File: config.mk
export PLATFORM = sky130hd
export DESIGN_NAME = bpu_cfg_regs
export DESIGN_NICKNAME = d
export VERILOG_FILES = /design/src/inc/bpu_pkg.sv /design/src/core/bpu_cfg_regs.sv
export SDC_FILE = /design/constraint.sdc
export NUM_CORES = 1
export LEC_CHECK = 0
export BUFFER_PORTS_ARGS = -buffer_cell sky130_fd_sc_hd__buf_2
export CORE_MARGIN = 2
export CORE_UTILIZATION = 25
export CTS_CLUSTER_DIAMETER = 50
export CTS_CLUSTER_SIZE = 8
export DETAILED_ROUTE_END_ITERATION = 8
export GPL_TIMING_DRIVEN = 0
export HOLD_SLACK_MARGIN = 0.12
export PLACE_DENSITY_LB_ADDON = 0.08
export SLEW_MARGIN = 30
export SYNTH_ARGS = -nofsm -noshare
export SYNTH_HDL_FRONTEND = slang
export SYNTH_SLANG_ARGS = --single-unit
File: constraint.sdc
create_clock -name clk_sys -period 2.9 [get_ports clk_sys]
set_input_delay 0.87 -clock clk_sys [delete_from_list [all_inputs] [get_ports clk_sys]]
set_output_delay 0.87 -clock clk_sys [all_outputs]
set_load 0.05 [all_outputs]
File: src/inc/bpu_pkg.sv
// constants for the bridge preemption, upstream window and system-error config block
package bpu_pkg;

  // ---------------------------------------------------------------
  // register offsets (byte addresses)
  // ---------------------------------------------------------------
  localparam logic [7:0] UP_CTRL_OFS = 8'h48;
  localparam logic [7:0] PREEMPT_OFS = 8'h4C;
  localparam logic [7:0] BASE_LIMIT_LOW_OFS = 8'h50;
  localparam logic [7:0] BASE_HIGH_OFS = 8'h54;
  localparam logic [7:0] LIMIT_HIGH_OFS = 8'h58;
  localparam logic [7:0] EVENT_MASK_OFS = 8'h64;
  localparam logic [7:0] CMD_CTRL_OFS = 8'h70;
  localparam logic [7:0] IRQ_STATUS_OFS = 8'h74;
  localparam logic [7:0] IRQ_MASK_OFS = 8'h78;

  // ---------------------------------------------------------------
  // field positions and reset values
  // ---------------------------------------------------------------
  localparam int PREEMPT_LSB = 28;
  localparam int WIN_EN_BIT = 16;
  localparam int BASE_LSB = 4;
  localparam int LIMIT_LSB = 20;
  localparam int CAP_BASE_LSB = 0;
  localparam int CAP_LIMIT_LSB = 16;
  localparam logic [3:0] ADDR64_CAP = 4'h1;
  localparam logic [3:0] PREEMPT_RST = 4'h0;
  localparam logic [11:0] BASE_LOW_RST = 12'h000;
  localparam logic [11:0] LIMIT_LOW_RST = 12'h000;
  localparam logic [31:0] HIGH_RST = 32'h0000_0000;
  localparam logic [7:0] EVENT_MASK_RST = 8'h00;
  localparam logic [7:0] EVENT_MASK_WR = 8'h7E;
  localparam logic [19:0] LIMIT_FILL = 20'hFFFFF;
  localparam int IRQ_BITS = 2;
  localparam int IRQ_PREEMPT_BIT = 0;
  localparam int IRQ_SERR_BIT = 1;
  localparam int DELAY_W = 7;

  typedef enum logic [1:0] {PRE_IDLE, PRE_COUNT, PRE_ENABLED, PRE_HOLD} bpu_pre_state_t;

endpackage : bpu_pkg

File: src/core/bpu_cfg_regs.sv
// preemption timer, upstream window decode and system-error gating with wishbone registers
`timescale 1ns/1ps
module bpu_cfg_regs
(
  input wire logic clk_sys, // 10 MHz system clock
  input wire logic arst_n, // async reset, active low
  input wire logic wbCycI, // wishbone cyc
  input wire logic wbStbI, // wishbone stb
  input wire logic wbWeI, // wishbone write enable
  input wire logic [7:0] wbAdrI, // wishbone byte address
  input wire logic [3:0] wbSelI, // wishbone byte selects
  input wire logic [31:0] wbDatI, // wishbone write data
  output logic [31:0] wbDatO, // wishbone read data
  output logic wbAckO, // wishbone acknowledge
  input wire logic secFrameAsserted, // secondary FRAME asserted, level
  output logic preemptEnable, // arbiter may preempt owner
  input wire logic [63:0] upAddr, // secondary memory address to decode
  input wire logic downWindowHit, // address falls in downstream window
  output logic upInWindow, // address inside base..limit
  output logic upIsUpstream, // address claimed for upstream
  input wire logic [6:1] errPending, // pending status per error event
  output logic primary_system_error_out_n, // system error level, active low
  output logic serrPinOut, // open-drain pin value
  output logic serrPinOeN, // open-drain enable, low drives
  output logic irq // level interrupt
);

  // ---------------------------------------------------------------
  // helper functions
  // ---------------------------------------------------------------
  function automatic logic [31:0] merge(input logic [31:0] old, input logic [31:0] din,
                                        input logic [3:0] sel);
    logic [31:0] res;
    res = old;
    for (int i = 0; i < 4; i++)
    begin
      if (sel[i])
      begin
        res[8*i +: 8] = din[8*i +: 8];
      end
    end
    return res;
  endfunction

  // preemption delay for a code with top bit clear
  function automatic logic [6:0] delayOf(input logic [2:0] code);
    logic [6:0] d;
    d = 7'h00;
    if (code != 3'h0)
    begin
      d = 7'h01 << (code - 3'h1);
    end
    return d;
  endfunction

  // ---------------------------------------------------------------
  // register state
  // ---------------------------------------------------------------
  logic winEnable, next_winEnable;
  logic [3:0] preemptCode, next_preemptCode;
  logic [11:0] baseLow, next_baseLow;
  logic [11:0] limitLow, next_limitLow;
  logic [31:0] baseHigh, next_baseHigh;
  logic [31:0] limitHigh, next_limitHigh;
  logic [7:0] eventMask, next_eventMask;
  logic cmd_system_error_enable, next_cmd_system_error_enable;
  logic [1:0] irqStatus, next_irqStatus;
  logic [1:0] irqMask, next_irqMask;
  logic [31:0] next_wbDatO;
  logic next_wbAckO;
  logic access, doWrite, doRead;
  logic [31:0] rdWord, wrWord;
  logic [1:0] irqEvent;

  assign access = wbCycI & wbStbI & ~wbAckO;
  assign doWrite = access & wbWeI;
  assign doRead = access & ~wbWeI;

  // ---------------------------------------------------------------
  // read mux
  // ---------------------------------------------------------------
  always_comb
  begin
    rdWord = 32'h0000_0000;
    case (wbAdrI)
      bpu_pkg::UP_CTRL_OFS: rdWord[bpu_pkg::WIN_EN_BIT] = winEnable;
      bpu_pkg::PREEMPT_OFS: rdWord[bpu_pkg::PREEMPT_LSB +: 4] = preemptCode;
      bpu_pkg::BASE_LIMIT_LOW_OFS:
      begin
        rdWord[bpu_pkg::CAP_BASE_LSB +: 4] = bpu_pkg::ADDR64_CAP;
        rdWord[bpu_pkg::CAP_LIMIT_LSB +: 4] = bpu_pkg::ADDR64_CAP;
        rdWord[bpu_pkg::BASE_LSB +: 12] = baseLow;
        rdWord[bpu_pkg::LIMIT_LSB +: 12] = limitLow;
      end
      bpu_pkg::BASE_HIGH_OFS: rdWord = baseHigh;
      bpu_pkg::LIMIT_HIGH_OFS: rdWord = limitHigh;
      bpu_pkg::EVENT_MASK_OFS: rdWord[7:0] = eventMask;
      bpu_pkg::CMD_CTRL_OFS: rdWord[0] = cmd_system_error_enable;
      bpu_pkg::IRQ_STATUS_OFS: rdWord[1:0] = irqStatus;
      bpu_pkg::IRQ_MASK_OFS: rdWord[1:0] = irqMask;
      default: rdWord = 32'h0000_0000;
    endcase
  end

  assign wrWord = merge(rdWord, wbDatI, wbSelI);

  // ---------------------------------------------------------------
  // register writes and bus answer
  // ---------------------------------------------------------------
  always_comb
  begin
    next_winEnable = winEnable;
    next_preemptCode = preemptCode;
    next_baseLow = baseLow;
    next_limitLow = limitLow;
    next_baseHigh = baseHigh;
    next_limitHigh = limitHigh;
    next_eventMask = eventMask;
    next_cmd_system_error_enable = cmd_system_error_enable;
    next_irqMask = irqMask;
    next_wbAckO = access;
    next_wbDatO = wbDatO;
    if (doRead)
    begin
      next_wbDatO = rdWord;
    end
    if (doWrite)
    begin
      case (wbAdrI)
        bpu_pkg::UP_CTRL_OFS: next_winEnable = wrWord[bpu_pkg::WIN_EN_BIT];
        bpu_pkg::PREEMPT_OFS: next_preemptCode = wrWord[bpu_pkg::PREEMPT_LSB +: 4];
        bpu_pkg::BASE_LIMIT_LOW_OFS:
        begin
          next_baseLow = wrWord[bpu_pkg::BASE_LSB +: 12];
          next_limitLow = wrWord[bpu_pkg::LIMIT_LSB +: 12];
        end
        bpu_pkg::BASE_HIGH_OFS: next_baseHigh = wrWord;
        bpu_pkg::LIMIT_HIGH_OFS: next_limitHigh = wrWord;
        // bits 0 and 7 stay zero
        bpu_pkg::EVENT_MASK_OFS: next_eventMask = wrWord[7:0] & bpu_pkg::EVENT_MASK_WR;
        bpu_pkg::CMD_CTRL_OFS: next_cmd_system_error_enable = wrWord[0];
        bpu_pkg::IRQ_MASK_OFS: next_irqMask = wrWord[1:0];
        default: next_winEnable = winEnable;
      endcase
    end
  end

  always_ff @(posedge clk_sys or negedge arst_n)
  begin
    if (!arst_n)
    begin
      winEnable <= 1'b0;
      preemptCode <= bpu_pkg::PREEMPT_RST;
      baseLow <= bpu_pkg::BASE_LOW_RST;
      limitLow <= bpu_pkg::LIMIT_LOW_RST;
      baseHigh <= bpu_pkg::HIGH_RST;
      limitHigh <= bpu_pkg::HIGH_RST;
      eventMask <= bpu_pkg::EVENT_MASK_RST;
      cmd_system_error_enable <= 1'b0;
      irqMask <= 2'h0;
      wbAckO <= 1'b0;
      wbDatO <= 32'h0000_0000;
    end
    else
    begin
      winEnable <= next_winEnable;
      preemptCode <= next_preemptCode;
      baseLow <= next_baseLow;
      limitLow <= next_limitLow;
      baseHigh <= next_baseHigh;
      limitHigh <= next_limitHigh;
      eventMask <= next_eventMask;
      cmd_system_error_enable <= next_cmd_system_error_enable;
      irqMask <= next_irqMask;
      wbAckO <= next_wbAckO;
      wbDatO <= next_wbDatO;
    end
  end

  // ---------------------------------------------------------------
  // preemption timer
  // ---------------------------------------------------------------
  bpu_pkg::bpu_pre_state_t preState, next_preState;
  logic [6:0] preCount, next_preCount;
  logic next_preemptEnable;
  logic [6:0] preDelay;

  assign preDelay = delayOf(preemptCode[2:0]);

  always_comb
  begin
    next_preState = preState;
    next_preCount = preCount;
    case (preState)
      bpu_pkg::PRE_IDLE:
      begin
        next_preCount = 7'h00;
        if (secFrameAsserted)
        begin
          if (preemptCode[3])
          begin
            next_preState = bpu_pkg::PRE_HOLD;
          end
          else if (preDelay == 7'h00)
          begin
            next_preState = bpu_pkg::PRE_ENABLED;
          end
          else
          begin
            next_preState = bpu_pkg::PRE_COUNT;
          end
        end
      end
      bpu_pkg::PRE_COUNT:
      begin
        next_preCount = preCount + 7'h01;
        if (!secFrameAsserted)
        begin
          next_preState = bpu_pkg::PRE_IDLE;
        end
        else if (preemptCode[3])
        begin
          next_preState = bpu_pkg::PRE_HOLD;
        end
        else if (next_preCount >= preDelay)
        begin
          next_preState = bpu_pkg::PRE_ENABLED;
        end
      end
      bpu_pkg::PRE_ENABLED, bpu_pkg::PRE_HOLD:
      begin
        if (!secFrameAsserted)
        begin
          next_preState = bpu_pkg::PRE_IDLE;
        end
      end
      default:
      begin
        next_preState = bpu_pkg::PRE_IDLE;
      end
    endcase
    next_preemptEnable = (next_preState == bpu_pkg::PRE_ENABLED) & ~preemptCode[3];
  end

  always_ff @(posedge clk_sys or negedge arst_n)
  begin
    if (!arst_n)
    begin
      preState <= bpu_pkg::PRE_IDLE;
      preCount <= 7'h00;
      preemptEnable <= 1'b0;
    end
    else
    begin
      preState <= next_preState;
      preCount <= next_preCount;
      preemptEnable <= next_preemptEnable;
    end
  end

  // ---------------------------------------------------------------
  // upstream window decode
  // ---------------------------------------------------------------
  logic [63:0] winBase, winLimit;
  logic next_upInWindow, next_upIsUpstream;

  always_comb
  begin
    winBase = {baseHigh, baseLow, 20'h00000};
    winLimit = {limitHigh, limitLow, bpu_pkg::LIMIT_FILL};
    next_upInWindow = (upAddr >= winBase) && (upAddr <= winLimit);
    next_upIsUpstream = winEnable ? next_upInWindow : ~downWindowHit;
  end

  always_ff @(posedge clk_sys or negedge arst_n)
  begin
    if (!arst_n)
    begin
      upInWindow <= 1'b0;
      upIsUpstream <= 1'b0;
    end
    else
    begin
      upInWindow <= next_upInWindow;
      upIsUpstream <= next_upIsUpstream;
    end
  end

  // ---------------------------------------------------------------
  // system error gating
  // ---------------------------------------------------------------
  logic next_serrOutN;
  logic [6:1] liveEvents;

  always_comb
  begin
    liveEvents = errPending & ~eventMask[6:1];
    // enable and an unmasked pending event drive low
    next_serrOutN = ~(cmd_system_error_enable & (|liveEvents));
  end

  always_ff @(posedge clk_sys or negedge arst_n)
  begin
    if (!arst_n)
    begin
      primary_system_error_out_n <= 1'b1;
    end
    else
    begin
      primary_system_error_out_n <= next_serrOutN;
    end
  end

  assign serrPinOut = 1'b0;
  assign serrPinOeN = primary_system_error_out_n;

  // ---------------------------------------------------------------
  // interrupt status, cleared by read, set wins
  // ---------------------------------------------------------------
  always_comb
  begin
    irqEvent = 2'h0;
    irqEvent[bpu_pkg::IRQ_PREEMPT_BIT] = next_preemptEnable & ~preemptEnable;
    irqEvent[bpu_pkg::IRQ_SERR_BIT] = ~next_serrOutN & primary_system_error_out_n;
    next_irqStatus = irqStatus;
    if (doRead && (wbAdrI == bpu_pkg::IRQ_STATUS_OFS))
    begin
      next_irqStatus = 2'h0;
    end
    next_irqStatus = next_irqStatus | irqEvent;
  end

  always_ff @(posedge clk_sys or negedge arst_n)
  begin
    if (!arst_n)
    begin
      irqStatus <= 2'h0;
      irq <= 1'b0;
    end
    else
    begin
      irqStatus <= next_irqStatus;
      irq <= |(next_irqStatus & irqMask);
    end
  end

endmodule // bpu_cfg_regs

[Word level (Yosys, flattened, before mapping)]
Cells that the tools add are included.
Cells by class
  add/subtract/negate cells: 2
  magnitude comparators: 3
  equal/unequal tests: 13
  shifts and indexed selects: 1
  multiplexer cells: 23
  bitwise operators: 18
  reductions and logical operators: 17
Operators with widths (count)
  == test 8 x 7 -> 1 bit (second input constant): 9
  greater-or-equal comparator 64 bit: 1
  less-or-equal comparator 64 bit: 1
  one-hot mux 11 bit (3 select lines): 1
  2-to-1 mux 8 bit: 4
  one-hot mux 6 bit (4 select lines): 1
  one-hot mux 8 bit (3 select lines): 1
  2-to-1 mux 2 bit: 8
  one-hot mux 4 bit (4 select lines): 1
  AND reduction 2 bit: 8
  one-hot mux 7 bit (2 select lines): 1
  bitwise AND 1 bit: 8
  adder 7 x 1 -> 7 bit (second input constant): 1
  greater-or-equal comparator 7 bit: 1
  zero test 7 bit: 1
  2-to-1 mux 7 bit: 1
  << shifter 1 x 3 -> 7 bit (first input constant): 1
  bitwise AND 6 bit: 1
  == test 2 bit (second input constant): 3
  NOT 1 bit: 6
  NOT 6 bit: 1
  one-hot mux 1 bit (6 select lines): 1
  one-hot mux 2 bit (3 select lines): 1
  OR reduction 6 bit: 1
  other kinds (12): 14
Word-level totals
  register bits after elaboration: 151
  input port bits: 121
  output and inout bits: 40
  logic and storage cells: 96

[Depth between registers and ports, before layout]
  depth after elaboration: 14
  mapped depth: 10

[Least setup slack after synthesis]
Ideal clock, no wire load.
  path kind: input -> register
  from: input port upAddr[62]
  to: register upIsUpstream
  arrival: 2495 ps
  setup slack: 278 ps
  stages: 8
  path through: ha_1 > nand4_1 > nor4_1 > nand2_1 > nor4_1 > a21oi_1 > a221oi_1 > nor2_1
Between the ends
  cells in the longest elaborated chain, start to end: 3
  elaborated cells on any way between the ends: 4
  classes of those cells: order compare: 2; mux: 1; reduce/logical: 1
RTL lines
  from (decl): RTL line bpu_cfg_regs.sv:17  | input wire logic [63:0] upAddr,
  greater-or-equal comparator 64 bit or less-or-equal comparator 64 bit (tied branches): RTL line bpu_cfg_regs.sv:271  | next_upInWindow = (upAddr >= winBase) && (upAddr <= winLimit);
  logical AND 1 bit *: RTL line bpu_cfg_regs.sv:271
  2-to-1 mux 1 bit *: RTL line bpu_cfg_regs.sv:272  | next_upIsUpstream = winEnable ? next_upInWindow : ~downWindowHit;
  named net next_upIsUpstream: RTL line bpu_cfg_regs.sv:265  | logic next_upInWindow, next_upIsUpstream;
  to (signal assigned): RTL line bpu_cfg_regs.sv:285  | upIsUpstream <= next_upIsUpstream;
  to (decl): RTL line bpu_cfg_regs.sv:20  | output logic upIsUpstream,
Mark *: on every way through the listed nets, which the timed path passes. The rest lies on a longest branch.
A chain may end at the register's enable or synchronous reset.

[Worst setup path after layout]
  from: input port wbAdrI[3]
  to: register baseHigh[6]
Between the ends
  cells in the longest elaborated chain, start to end: 3
  elaborated cells on any way between the ends: 7
  classes of those cells: eq/ne: 4; mux: 2; reduce/logical: 1
RTL lines
  from (decl): RTL line bpu_cfg_regs.sv:10  | input wire logic [7:0] wbAdrI,
  == test 8 x 7 -> 1 bit, on equally long branches: RTL line bpu_cfg_regs.sv:85, bpu_cfg_regs.sv:129
  one-hot mux 6 bit (4 select lines): RTL line bpu_cfg_regs.sv:85  | case (wbAdrI)
  2-to-1 mux 8 bit: RTL line bpu_cfg_regs.sv:37  | if (sel[i])
  to (signal assigned): RTL line bpu_cfg_regs.sv:156  | baseHigh <= bpu_pkg::HIGH_RST;
  to (signal assigned): RTL line bpu_cfg_regs.sv:170  | baseHigh <= next_baseHigh;
  to (decl): RTL line bpu_cfg_regs.sv:63  | logic [31:0] baseHigh, next_baseHigh;
Several ways; a longest one is shown, not always the timed one.

==> run summary <==
The run finished with clean final reports. The placement row count came out at 69. For the worst setup path, the data required time is 3.21 ns.

The register bit total from synthesis is 151. The routed length per instance is 20.6 um. The final antenna diode count is 0. Post-CTS timing repair inserted 0 buffers for setup. In the final layout, the share of cells above drive strength 1 is 0.197. The detailed-placement wirelength estimate came out at about 27 mm. The worst min-delay path class is in2async. The XOR/XNOR share of the synthesized area came out at 0.00484.

The congestion estimate from routability-driven global placement came to 0.821. The number of nets in the synthesized netlist came out at 1227. The post-placement cell count came out at around 1600. Clock-pin slew was measured on the worst setup and hold paths at around 0.06 ns. Of the post-synthesis cell area, the part taken by muxes is 0.0451.

The area added between synthesis and finish is 24.1%. For this run, the top clock speed supported by timing is ~370 MHz. The portion of the post-synthesis area used by sequential elements came out at 0.418. The number of hold violations in the final report was 0. The maximum vdd ir drop came out at 0.365 mV. The power per standard cell area came out at 535 nW/um2. The synthesized netlist contains 57 unique library cells. The minimum setup slack after placement is -0.502 ns. The initial antenna violation count was 0. The region available for standard cell placement spans 35600 um2. The worst setup margin is 0.173 ns.

Measured along the y axis, the die boundary spans 194 um. The DRC marker count from the first detailed-route iteration is 464. The latest clock arrival within the worst-skew pair came out at approximately 0.44 ns. The count of placed standard cells in the final layout, fillers left out came out at 1660. The first-pass GRT wire length is between 50 and 60 mm. The most used flip-flop cell after synthesis is dfrtp_1. The type of the setup path with the least slack is in2reg. By area, the combinational part of the netlist is dominated by compound AO/OA/AOI/OAI gates.

The remaining antenna violation count is 0. In the routed layout, each cell is associated on average with a via count of approximately 4.7. For this design the static power due to leakage is 5.16 nW.

The synthesized-area fraction occupied by ao, oa, aoi and oai cells came out at 0.178. The clock tree root driver cell is clkbuf_16. The count of max-cap constraint violations came out at 0. STA classifies the critical path startpoint as a primary input.

The number of global-route vias before repair came out at a little over 8000. Clock tree synthesis inserted a total of 17 buffers. The final wirelength came out at between 30 and 40 mm. The die covers 37700 um2.

The average instance in the mapped netlist occupies 8.95 um2. The type of destination of the critical path is a flip-flop. The total count of max-transition violations in the final report came to 0.

The overall global routing resource usage is 0.185. The total of warnings raised by yosys is 0. The final total negative setup slack came out at 0 ns. The clock tree synthesis step divided the H-tree into 4 levels. The critical path arrival is about 3.0 ns.

The post-layout minimum cycle time came out at 2.73 ns. For this run, design rule violations remaining after detail routing come to 0. The peak fanout along the critical path came out at 10. The initial standard-cell utilization of the core came out at 0.254. The transition time at the pin with the least slew margin came out at 0.926 ns. The library cell used most frequently in the layout, excluding fill and tap cells, is buf_2. In this run the horizontal extent of the chip is between 150 and 200 um. The number of setup violations in the final report came out at 0. Counting flops with a built-in enable in the synthesized netlist gives 0. For this run, asynchronously set or reset flops after synthesis account for 1.00. The number of nets in the finished design came out at ~1400.

The sum of overflow across all layers after global routing came out at 0. The summed instance area of the synthesized netlist is 9040 um2. CTS saw 151 sinks. The number of instances in the synthesized netlist is 1010.

The first detailed-routing pass took 6 iterations. The total power of the final layout is 6.01 mW. Entering global routing, the biggest net connects 76 pins. The count of cells along the worst register-to-register path is 9. Of the available clock period, the critical path in the final layout requires 0.940. The clock skew came out at 0.0103 ns. The adder-cell area share of the yosys netlist is 0.133. The count of hold-fix buffers inserted at cts came out at 0. The TritonCTS clock tree is done. Setup repair after global routing left no endpoint under its margin. The maximum buffer depth of the clock tree is 2. The share of synthesized cell area in and, or, nand and nor gates is 0.148. In the layout the commonest cells are 162 x buf_2, 150 x dfrtp_1, 149 x nand2_1, 125 x inv_1.

The worst slew margin relative to its limit came out at 0.383. The smallest hold slack came out at 0.217 ns. The number of top-level pins came out at between 150 and 200.

The count of buffers inserted at the top-level ports came out at about 160. The total via count in the routed design is 7881.
## metal layers
layer  vias up  part of all wire  global-route usage
met5         -                 0                   0
li1       3905                 -                   -
met4         0             0.016              0.0426
met1      3810              0.49               0.256
met2       143              0.46               0.298
met3        23             0.033              0.0339
## power breakdown
group / switching [mW] / internal, mW / total, mW
clock: 0.974 / 1.81 / 2.79
combinational: 0.675 / 0.283 / 0.958
sequential: 0.0595 / 2.20 / 2.26
## per-stage QoR
stage	area (um2)	utilization
after floorplan	9040	-
after global placement	10400	0.292
after detailed placement	10500	0.295
after CTS	11200	0.315
after global routing	11200	0.316
final	11200	0.316
## synthesized netlist by cell type (6+ instances only)
library cell | n | area [um2]
a21oi_1 | 61 | 305
mux2_2 | 10 | 113
nor2_1 | 47 | 176
a22oi_1 | 20 | 150
buf_2 | 7 | 35.0
a31oi_1 | 8 | 50.1
nand2_1 | 150 | 563
a221oi_1 | 6 | 52.6
ha_1 | 96 | 1200
o21ai_1 | 15 | 75.1
nand4_1 | 19 | 119
a21o_1 | 11 | 82.6
nand3_1 | 15 | 75.1
o21ai_0 | 96 | 480
dfrtp_1 | 150 | 3750
nor4_1 | 13 | 81.3
mux2i_1 | 28 | 280
a222oi_1 | 19 | 190
clkbuf_1 | 31 | 116
inv_1 | 125 | 469
## critical path, cell delays in order
cell	delay [ns]
buf_2	0.12
or4b_4	0.60
nor2_4	0.27
buf_4	0.30
nand2_1	0.30
clkbuf_2	0.36
nand2_1	0.12
o21ai_0	0.09
## logic make-up after synthesis
logic type,after synthesis
other cells,1
buf+inv,169
mux,39
flops,151
simple gates,285
xor+xnor,5
compound gates,264
fa+ha+maj,96
## registers in the layout, indices dropped and copies added, names as in the netlist, 2 cells and up
name and count:
baseHigh 32, baseLow 12, eventMask 6, irqMask 2, irqStatus 2, limitHigh 32
limitLow 12, preCount 7, preState 2, preemptCode 4, wbDatO 32
## cell type report
| class | instances | area (um2) |
|---|---|---|
| sequential | 151 | 3780 |
| inverter | 125 | 469 |
| multi-input combinational | 690 | 4630 |
| timing repair buffer | 159 | 856 |
| clock buffer | 19 | 443 |
| tap | 461 | 577 |
| fill | 3821 | 24300 |
| clock inverter | 12 | 272 |
| buffer | 43 | 195 |
## final timing paths
check	startpoint	slack, ns	end
setup / recovery	wbAdrI[3]	0.17	baseHigh[6]
hold / removal	arst_n	0.22	wbDatO[25]
min in group clk_sys	wbAckO	0.48	wbAckO
max in group asynchronous	arst_n	2.05	primary_system_error_out_n
setup reg to reg	preemptCode[2]	0.26	preState[1]
hold reg to reg	wbAckO	0.48	wbAckO
## what timing repair did
item                                    CTS  global route
pin swaps                                 0             0
endpoints found under the setup margin   20            62
resized for setup                         5            17
(Power assumes the default switching activity.)
